File: src/hfp_pkg.sv
package hfp_pkg;

  // Consecutive over-limit switching cycles before hiccup
  localparam logic [2:0] OC_CYCLES_TO_HICCUP = 3'h7;
  // Soft-start charge/discharge cycles spent in hiccup
  localparam logic [2:0] HICCUP_SS_CYCLES    = 3'h7;
  localparam logic [2:0] CNT_RESET           = 3'h0;

  typedef enum logic [3:0] {
    HFP_RESTART = 4'h1,
    HFP_RUN     = 4'h2,
    HFP_HICCUP  = 4'h4,
    HFP_IDLE    = 4'h8
  } hfp_state_e;

endpackage

File: src/hfp_power_ok.sv
`timescale 1ns/1ps
// Open-drain power-good pull-down selection by master/slave role
module hfp_power_ok (
  input  wire logic clk,
  input  wire logic reset,
  input  wire logic is_master,
  input  wire logic feedback_sense_out_of_window,
  input  wire logic soft_start_active,
  input  wire logic input_undervoltage_lockout,
  input  wire logic short_circuit,
  input  wire logic over_warning_temp,
  output logic      power_ok_out,
  output logic      power_ok_oe
);

  typedef struct packed {
    logic pull_low;
  } hfp_pok_s;

  hfp_pok_s st;
  hfp_pok_s next_st;
  logic     slave_bad;
  logic     master_bad;

  always_comb begin
    slave_bad  = input_undervoltage_lockout | over_warning_temp;
    master_bad = slave_bad | feedback_sense_out_of_window | soft_start_active | short_circuit;
    next_st.pull_low = is_master ? master_bad : slave_bad;
  end

  always_ff @(posedge clk) begin
    if (reset) begin
      st <= '{pull_low: 1'b1};
    end else begin
      st <= next_st;
    end
  end

  // Output level is always low; only the enable moves
  assign power_ok_out = 1'b0;
  assign power_ok_oe  = st.pull_low;
endmodule // hfp_power_ok

File: src/hfp_hiccup.sv
`timescale 1ns/1ps
module hfp_hiccup (
  input  wire logic clk,
  input  wire logic reset,
  input  wire logic enable,
  input  wire logic is_master,
  input  wire logic switch_cycle,
  input  wire logic pwm_request,
  input  wire logic above_current_limit_level,
  input  wire logic ss_cycle_done,
  input  wire logic ss_ramp_done,
  input  wire logic feedback_sense_out_of_window,
  input  wire logic input_undervoltage_lockout,
  input  wire logic short_circuit,
  input  wire logic over_warning_temp,
  output logic      high_side_on,
  output logic      low_side_on,
  output logic      hiccup_active,
  output logic      soft_start_active,
  output logic      prebias_reset,
  output logic      overcurrent_event,
  output logic      power_ok_out,
  output logic      power_ok_oe
);

  typedef struct packed {
    hfp_pkg::hfp_state_e state;
    logic [2:0]          oc_cnt;
    logic [2:0]          ss_cnt;
    logic                hs;
    logic                ls;
    logic                prebias_rst;
    logic                oc_evt;
    logic                hic;
    logic                ssa;
  } hfp_hic_s;

  hfp_hic_s st;
  hfp_hic_s next_st;
  logic     oc_hit;

  always_comb begin
    next_st             = st;
    next_st.prebias_rst = 1'b0;
    next_st.oc_evt      = 1'b0;
    oc_hit              = 1'b0;
    case (st.state)
      hfp_pkg::HFP_IDLE: begin
        next_st.oc_cnt = hfp_pkg::CNT_RESET;
        next_st.ss_cnt = hfp_pkg::CNT_RESET;
        if (enable && !input_undervoltage_lockout) begin
          next_st.state = hfp_pkg::HFP_RESTART;
        end
      end
      hfp_pkg::HFP_RESTART, hfp_pkg::HFP_RUN: begin
        if (switch_cycle) begin
          if (!above_current_limit_level || !is_master) begin
            next_st.oc_cnt = hfp_pkg::CNT_RESET;
          end else if (st.oc_cnt == hfp_pkg::OC_CYCLES_TO_HICCUP - 3'h1) begin
            oc_hit = 1'b1;
          end else begin
            next_st.oc_cnt = st.oc_cnt + 3'h1;
          end
        end
        if (!enable || input_undervoltage_lockout) begin
          next_st.state = hfp_pkg::HFP_IDLE;
        end else if (oc_hit) begin
          next_st.state       = hfp_pkg::HFP_HICCUP;
          next_st.oc_cnt      = hfp_pkg::CNT_RESET;
          next_st.ss_cnt      = hfp_pkg::CNT_RESET;
          next_st.prebias_rst = 1'b1;
          next_st.oc_evt      = 1'b1;
        end else if (st.state == hfp_pkg::HFP_RESTART && ss_ramp_done) begin
          next_st.state = hfp_pkg::HFP_RUN;
        end
      end
      hfp_pkg::HFP_HICCUP: begin
        if (!enable || input_undervoltage_lockout) begin
          next_st.state = hfp_pkg::HFP_IDLE;
        end else if (ss_cycle_done) begin
          if (st.ss_cnt == hfp_pkg::HICCUP_SS_CYCLES - 3'h1) begin
            next_st.state  = hfp_pkg::HFP_RESTART;
            next_st.ss_cnt = hfp_pkg::CNT_RESET;
          end else begin
            next_st.ss_cnt = st.ss_cnt + 3'h1;
          end
        end
      end
      default: begin
        next_st.state = hfp_pkg::HFP_IDLE;
      end
    endcase
    // Drives follow PWM only when switching is allowed; restart never pulls low-side on alone
    if (next_st.state == hfp_pkg::HFP_RUN || next_st.state == hfp_pkg::HFP_RESTART) begin
      next_st.hs = pwm_request;
      next_st.ls = !pwm_request && (next_st.state == hfp_pkg::HFP_RUN);
    end else begin
      next_st.hs = 1'b0;
      next_st.ls = 1'b0;
    end
    next_st.hic = (next_st.state == hfp_pkg::HFP_HICCUP);
    next_st.ssa = (next_st.state != hfp_pkg::HFP_RUN);
  end

  always_ff @(posedge clk) begin
    if (reset) begin
      st <= '{state: hfp_pkg::HFP_IDLE, oc_cnt: hfp_pkg::CNT_RESET, ss_cnt: hfp_pkg::CNT_RESET,
              hs: 1'b0, ls: 1'b0, prebias_rst: 1'b0, oc_evt: 1'b0, hic: 1'b0, ssa: 1'b1};
    end else begin
      st <= next_st;
    end
  end

  assign high_side_on      = st.hs;
  assign low_side_on       = st.ls;
  assign hiccup_active     = st.hic;
  assign soft_start_active = st.ssa;
  assign prebias_reset     = st.prebias_rst;
  assign overcurrent_event = st.oc_evt;

  hfp_power_ok i_hfp_power_ok (
    .clk                          (clk),
    .reset                        (reset),
    .is_master                    (is_master),
    .feedback_sense_out_of_window (feedback_sense_out_of_window),
    .soft_start_active            (soft_start_active),
    .input_undervoltage_lockout   (input_undervoltage_lockout),
    .short_circuit                (short_circuit),
    .over_warning_temp            (over_warning_temp),
    .power_ok_out                 (power_ok_out),
    .power_ok_oe                  (power_ok_oe)
  );
endmodule // hfp_hiccup

File: config.mk
export PLATFORM = sky130hd
export DESIGN_NAME = hfp_hiccup
export DESIGN_NICKNAME = d
export VERILOG_FILES = /design/src/hfp_pkg.sv /design/src/hfp_power_ok.sv /design/src/hfp_hiccup.sv
export SDC_FILE = /design/constraint.sdc
export NUM_CORES = 1
export LEC_CHECK = 0
export BUFFER_PORTS_ARGS = -buffer_cell sky130_fd_sc_hd__buf_4
export CORE_UTILIZATION = 46
export CTS_CLUSTER_SIZE = 20
export DETAILED_ROUTE_END_ITERATION = 10
export GPL_ROUTABILITY_DRIVEN = 0
export GPL_TIMING_DRIVEN = 0
export PLACE_DENSITY = 0.72
export SLEW_MARGIN = 20
export SYNTH_ARGS = -nofsm -noshare
export SYNTH_HDL_FRONTEND = slang
export SYNTH_SLANG_ARGS = --single-unit
File: constraint.sdc
create_clock -name clk -period 1.4 [get_ports clk]
set_input_delay 0.14 -clock clk [delete_from_list [all_inputs] [get_ports clk]]
set_output_delay 0.14 -clock clk [all_outputs]
set_load 0.05 [all_outputs]
==> results of run 1 <==
## logic make-up after synthesis
kind of cell | Yosys count | share of synthesized area (%)
buffers and inverters | 12 | 8.20
AO/OA/AOI/OAI | 33 | 25.7
XOR/XNOR | 2 | 3.96
AND/OR/NAND/NOR | 36 | 24.0
adder cells (fa/ha/maj) | 2 | 2.73
flip-flops | 16 | 35.0
other | 1 | 0.409
## state kept, by name (all words and copies together), names as in the netlist
register,flops
st,10
hiccup_active,1
high_side_on,1
i_hfp_power_ok.power_ok_oe,1
low_side_on,1
prebias_reset,1
soft_start_active,1
## how the worst min path moves through the flow
stage | end | cells past startpoint | slack [ps]
5_1_grt | i_hfp_power_ok.power_ok_oe | 3 | 30
4_1_cts | i_hfp_power_ok.power_ok_oe | 3 | 40
2_1_floorplan | low_side_on | 1 | 210
3_3_place_gp | low_side_on | 2 | 310
6_report | i_hfp_power_ok.power_ok_oe | 3 | 40
3_5_place_dp | low_side_on | 2 | 310
## cell usage after synthesis (all sizes together) (3+ instances only)
cell type | count | share of area (%)
o21ai | 8 | 4.4
and3 | 4 | 2.7
nor2 | 5 | 2.9
a21oi | 7 | 3.8
nor2b | 3 | 2.9
nand3 | 4 | 2.2
inv | 7 | 2.9
nand2 | 8 | 3.6
buf | 5 | 5.3
o211ai | 4 | 3.3
nor3 | 3 | 1.6
dfxtp | 16 | 35
## layer usage
metal	track usage (%)	up-vias
li1	-	445
met1	29.0	404
met2	37.8	44
met4	6.29	0
met3	7.06	6
met5	0	-
## final cells by class
type	instances	area share, %
flip-flops and latches	16	26.4
repair buffers	28	17.1
multi-input cells	74	45.8
well taps	25	2.54
inverters	7	2.34
clock buffers	3	1.83
plain buffers	5	3.97
## worst max-delay path, cell delays in order, from the launching register on
cell and delay [ps]:
dfxtp_2 350, inv_4 60, ha_4 150, and4b_1 230, nand4_1 150, o32ai_2 180
a311oi_1 130
## timing repair
item	in CTS	in global routing
cloned	0	1
setup buffers	2	5
hold endpoints to repair	1	0
resized for setup	9	8
pin swaps	5	5
setup endpoints to repair	11	11
hold buffers	1	0
## where the power goes
part	leakage, nW	switching (mW)	internal [mW]
registers	0.131	0.00191	0.459
clock network	0.0138	0.139	0.0999
logic	0.350	0.0723	0.0596
## metrics by stage
step	hold slack, ps	std cells	utilization [%]	area [µm²]	setup TNS (ps)
after global routing	25.6	158	68.3	1230	-276
after floorplan	207	102	-	916	0
after CTS	35.7	152	64.7	1160	0
after detailed placement	311	146	60.5	1090	-604
final	35.6	158	68.3	1230	0
after global placement	310	146	60.5	1090	-336
==> flow_summary.yaml, run 1 <==
status:
  status: "completed"
die:
  die_y_um: 46.6
  rows: 15
  die_area_um2: 2170
  initial_core_util_pct: 50.8
  die_w_um: 46.6
  core_region_area_um2: 1800
  io-pin-count: 21
detailed_routing:
  wl_met2_um: 1110
  drtAntennaViolNets: 0
  wl_met3_um: 158
  post_drt_wl_per_cell_um: 14.4
  top_layer: "met4"
  drt_iter0_drc: 26
  viasPerCell: 5.69
  drc: 0
  routedLengthMet1_um: 975
  num_vias: 899
  finalWirelength_um: 2280
  drtPass1Iterations: 7
setup_path:
  crit_end: "st[7]"
  critPathKind: "reg2reg"
  timing.rr.end: "st[7]"
  path_max_fanout: 3
  r2r_cells: 6
  reg2reg_slack_ps: 10
  crit_start: "st[9]"
  start_kind: "register"
  required_ps: 1560
  crit_path_end_kind: "register"
  cp_data_arrival_time_ps: 1550
  r2r_start: "st[9]"
logic_synthesis:
  ys_ff_latch: 16
  syn_nets: 117
  netlist_instances: 102
  syn_area_um2: 916
  syn_area_per_cell_um2: 8.98
  synth_edf_count: 0
  yosysSeqAreaShare_pct: 35.0
  synth.distinct_cells: 39
  synth_ff_type: "dfxtp_1"
  yosysWarnings: 0
  synthArstFlopShare_pct: 0
cells_and_area:
  syn_to_final_growth_pct: 34.3
  final_cell_mix: "28 x buf_4, 12 x dfxtp_1, 7 x a21oi_1, 6 x inv_1, 6 x nand2_1"
  fillCellCount: 163
  final_common_cell: "buf_4"
  multi_input_area_um2: 563
  seq_area_um2: 325
  drive_gt1_share_pct: 38.3
  diodes: 0
  layout.nets: 150
placement:
  dpl.hpwl_um: 1560
  dp_slack_ps: -105
  numPortBuffers: 19
run:
  max_cap_violations: 0
power:
  peakVddDrop_mv: 0.791
  power_density_nw_per_um2: 676
  leakagePower_nw: 0.496
  finalPower_uw: 832
sta:
  clock_skew_ps: 9.27
  fmax_mhz: 721
  period_share_pct: 99.0
  fin_ws_ps: 13.9
  finalSetupViolCount: 0
  rsz0062_at_grt: "yes"
  hold_viol_final: 0
  drv_slew: 0
  min_period_ps: 1390
cts:
  cts_max_path_buffers: 2
  clock-root-buffer: "clkbuf_4"
  clk_latency_ps: 290
  cts.sinks: 16
  cts_htree_levels: 1
  path_clk_slew_ps: 90
  numCtsBuffers: 3
  cts_tree: "yes"
hold_path:
  holdCritPathClass: "in2reg"
  hold_start: "over_warning_temp"
global_routing:
  antenna_found_initial: 0
  grt_pass1_vias: 811
  gr-total-overflow: 0
  grt_max_degree: 10
  grt_pass1_wl_um: 3530
  grt.total_usage_pct: 23.1
Note: power is estimated with default switching activity, not from simulation.
==> inputs of run 2 (changes only) <==
MAX_ROUTING_LAYER = met4   (was not set)
==> flow_summary.yaml, run 2 (same netlist as run 1, synthesis figures left out) <==
cts:
  clock-root-buffer: "clkbuf_4"
  cts.sinks: 16
  cts_max_path_buffers: 2
  cts_tree: "yes"
  numCtsBuffers: 3
  cts_htree_levels: 1
  path_clk_slew_ps: 90
  clk_latency_ps: 280
global_routing:
  grt_max_degree: 10
  grt_pass1_wl_um: 3530
  grt.total_usage_pct: 23.7
  antenna_found_initial: 0
  grt_pass1_vias: 810
  gr-total-overflow: 0
cells_and_area:
  drive_gt1_share_pct: 38.3
  seq_area_um2: 325
  syn_to_final_growth_pct: 34.3
  multi_input_area_um2: 563
  final_cell_mix: "28 x buf_4, 12 x dfxtp_1, 7 x a21oi_1, 6 x inv_1, 6 x nand2_1"
  fillCellCount: 163
  final_common_cell: "buf_4"
  diodes: 0
  regMostFlops: "st"
  largest_reg_flops: 10
  layout.nets: 150
die:
  die_area_um2: 2170
  core_region_area_um2: 1800
  initial_core_util_pct: 50.8
  rows: 15
  io-pin-count: 21
  die_y_um: 46.6
  die_w_um: 46.6
sta:
  timing.hold.ws_ps: 37.7
  finalSetupViolCount: 0
  fmax_mhz: 721
  min_period_ps: 1390
  fin_ws_ps: 13.9
  period_share_pct: 99.0
  hold_viol_final: 0
  clock_skew_ps: 9.31
  drv_slew: 0
  rsz0062_at_grt: "yes"
setup_path:
  critPathKind: "reg2reg"
  required_ps: 1560
  start_kind: "register"
  path_max_fanout: 3
  cp_data_arrival_time_ps: 1540
  crit_path_end_kind: "register"
power:
  leakagePower_nw: 0.496
  power_density_nw_per_um2: 675
  peakVddDrop_mv: 0.788
detailed_routing:
  drtAntennaViolNets: 0
  viasPerCell: 5.70
  drt_iter0_drc: 26
  post_drt_wl_per_cell_um: 14.4
  drtPass1Iterations: 7
  finalWirelength_um: 2280
  drc: 0
  num_vias: 900
placement:
  dpl.hpwl_um: 1560
  numPortBuffers: 19
  dp_slack_ps: -105
run:
  max_cap_violations: 0
status:
  status: "completed"
hold_path:
  holdCritPathClass: "in2reg"
## run 2: cell counts in the layout (fill, tap and decap cells not counted)
Identical to the previous run, type by type.
## run 2: final timing paths
path                                        start                    endpoint  slack, ps  depth (start not counted)
worst max-delay path                        st[9]                       st[7]         10                          6
worst min-delay path            over_warning_temp  i_hfp_power_ok.power_ok_oe         40                          3
worst max register to register              st[9]                       st[7]         10                          6
worst min register to register  soft_start_active  i_hfp_power_ok.power_ok_oe        490                          2
## run 2: area by class of cell
class / count / share of cell area [%]
plain buffers: 5 / 3.97
clock buffers: 3 / 1.83
inverters: 7 / 2.34
multi-input cells: 74 / 45.8
flip-flops and latches: 16 / 26.4
well taps: 25 / 2.54
repair buffers: 28 / 17.1
## run 2: worst max-delay path: stages (launching register included)
cell and delay [ps]:
dfxtp_2 350, inv_4 60, ha_4 150, and4b_1 230, nand4_1 150, o32ai_2 180
a311oi_1 130
## run 2: power by group
part | total [mW] | internal [mW] | switching (mW)
Combinational | 0.132 | 0.0596 | 0.0722
Clock | 0.237 | 0.0998 | 0.138
Sequential | 0.461 | 0.459 | 0.00191
Total | 0.830 | 0.618 | 0.212
## run 2: repair_timing
item,CTS,global route
gates cloned,0,1
pin swaps,5,5
setup buffers,2,5
hold buffers,1,0
hold endpoints to repair,1,0
resized for setup,9,8
endpoints found under the setup margin,11,11
## run 2: metrics by stage
step                instances  total power [mW]  cell area [µm²]  setup TNS, ps  util, %
finish                    158             0.830             1230              0     68.3
CTS                       152             0.836             1160              0     64.7
detailed placement        146             0.586             1090           -604     60.5
global placement          146             0.583             1090           -336     60.5
global route              158             0.873             1230           -276     68.3
floorplan                 102             0.536              916              0        -
## run 2: metal layers
metal	wire length, µm	vias to the layer above	track usage, %	part of all wire, %
li1	-	445	-	-
met1	959	402	29.0	42
met2	1110	47	37.8	49
met3	174	6	7.06	7.6
met4	32	0	6.29	1.4
met5	0	-	-	0
==> inputs of run 3 (changes only) <==
CORE_UTILIZATION = 40   (was 46)
PLACE_DENSITY = not set   (was 0.72)
==> flow_summary.yaml, run 3 (same netlist as run 1, synthesis figures left out) <==
setup_path:
  required_ps: 1570
  r2r_cells: 6
  crit_chain: "inv_4, ha_4, and4b_1, nand4_1, o32ai_4, a311oi_2"
  path_max_fanout: 4
  crit_cells: 6
  crit_path_end_kind: "register"
  slowest_delay_ps: 350
  critPathKind: "reg2reg"
  path_buf_inv: 1
  cp_data_arrival_time_ps: 1620
  crit_start: "st[9]"
  worst_path_max_delay_cell: "dfxtp_2"
  start_kind: "register"
  crit_family: "simple AND/OR/NAND/NOR gates"
  r2r_start: "st[9]"
placement:
  dpl.hpwl_um: 1580
  numPortBuffers: 19
  post-place-cells: 148
  place_area_um2: 1090
  dp_slack_ps: -89.0
cells_and_area:
  final_cell_mix: "26 x buf_4, 12 x dfxtp_1, 7 x o21ai_0, 7 x a21oi_1"
  regMostFlops: "st"
  multi_input_area_um2: 569
  design_area_um2: 1220
  drive_gt1_share_pct: 37.7
  fillCellCount: 203
  stdcell_count: 157
  seq_area_um2: 328
  layout.nets: 146
  largest_reg_flops: 10
  diodes: 0
  final_common_cell: "buf_4"
  syn_to_final_growth_pct: 33.6
  final_core_util_pct: 59.3
sta:
  finalSetupViolCount: 4
  rsz0062_at_grt: "yes"
  drv_slew: 0
  min_period_ps: 1450
  fin_ws_ps: -52.0
  fmax_mhz: 689
  setup_tns_ps: -106
  clock_skew_ps: 2.40
  period_share_pct: 104
  timing.hold.ws_ps: 25.7
  hold_viol_final: 0
die:
  die_area_um2: 2490
  initial_core_util_pct: 44.4
  rows: 16
  die_w_um: 49.9
  io-pin-count: 21
  core_region_area_um2: 2060
  die_y_um: 49.9
status:
  status: "finished with violations"
  violations: "setup timing"
cts:
  cts_tree: "yes"
  numCtsBuffers: 3
  clock-root-buffer: "clkbuf_4"
  cts_htree_levels: 1
  cts_max_path_buffers: 2
  clk_latency_ps: 290
  cts.sinks: 16
  path_clk_slew_ps: 100
detailed_routing:
  num_vias: 899
  drc: 0
  post_drt_wl_per_cell_um: 14.1
  viasPerCell: 5.73
  drtPass1Iterations: 4
  drtAntennaViolNets: 0
  finalWirelength_um: 2210
  drt_iter0_drc: 19
global_routing:
  gr-total-overflow: 0
  grt_max_degree: 10
  antenna_found_initial: 0
  grt_pass1_vias: 811
  grt_pass1_wl_um: 3530
  grt.total_usage_pct: 19.5
power:
  switching_power_uw: 236
  p_int_uw: 680
  p_seq_share_pct: 51.1
  finalPower_uw: 916
  power_density_nw_per_um2: 748
  swShare_pct: 25.8
  power.share.clock_pct: 34.8
  leakagePower_nw: 0.469
  power.share.combinational_pct: 14.1
  peakVddDrop_mv: 0.450
hold_path:
  hold_start: "over_warning_temp"
  holdCritPathClass: "in2reg"
  hold_path_depth: 3
run:
  max_cap_violations: 0
==> run 3: changes by cell type in the layout (fill, tap and decap cells not counted), sizes merged <==
cell | before | now
clkbuf | 3 | 4
buf | 32 | 28
==> run 3: path summary, 6_finish.rpt <==
path / end / slack, ps
max: st[7] / -50
min: i_hfp_power_ok.power_ok_oe / 30
max reg2reg: st[7] / -50
min reg2reg: i_hfp_power_ok.power_ok_oe / 490
==> run 3: what timing repair did <==
action / CTS / global route
hold buffers: 1 / 0
pin swaps: 6 / 8
buffers inserted: 2 / 4
resized for setup: 10 / 6
endpoints found under the hold margin: 1 / 0
endpoints found under the setup margin: 9 / 11
==> run 3: final cells by class <==
class / count / area share (%)
clock buffer: 4 / 2.97
multi-input combinational: 74 / 46.5
buffer: 3 / 2.15
timing repair buffer: 26 / 16.5
sequential: 16 / 26.8
inverter: 7 / 2.35
tap: 27 / 2.76
==> run 3: worst reg2reg max path: stages, from the launching register on <==
cell,delay (ps)
dfxtp_2,350
inv_4,70
ha_4,130
and4b_1,240
nand4_1,190
o32ai_4,210
a311oi_2,140
==> run 3: routing by layer <==
metal | track usage (%) | vias to the layer above | routed length [µm]
met2 | 32.4 | 31 | 1040
met4 | 4.76 | 0 | 18
met1 | 23.0 | 428 | 1020
met5 | - | - | 0
met3 | 5.56 | 4 | 135
li1 | - | 436 | -
==> run 3: power groups by stage <==
stage / clock [mW] / combinational, mW / sequential (mW)
after floorplan: 0 / 0.0597 / 0.476
after global placement: 0 / 0.115 / 0.471
after detailed placement: 0 / 0.116 / 0.471
after CTS: 0.328 / 0.113 / 0.467
after global routing: 0.350 / 0.138 / 0.468
final: 0.319 / 0.129 / 0.468
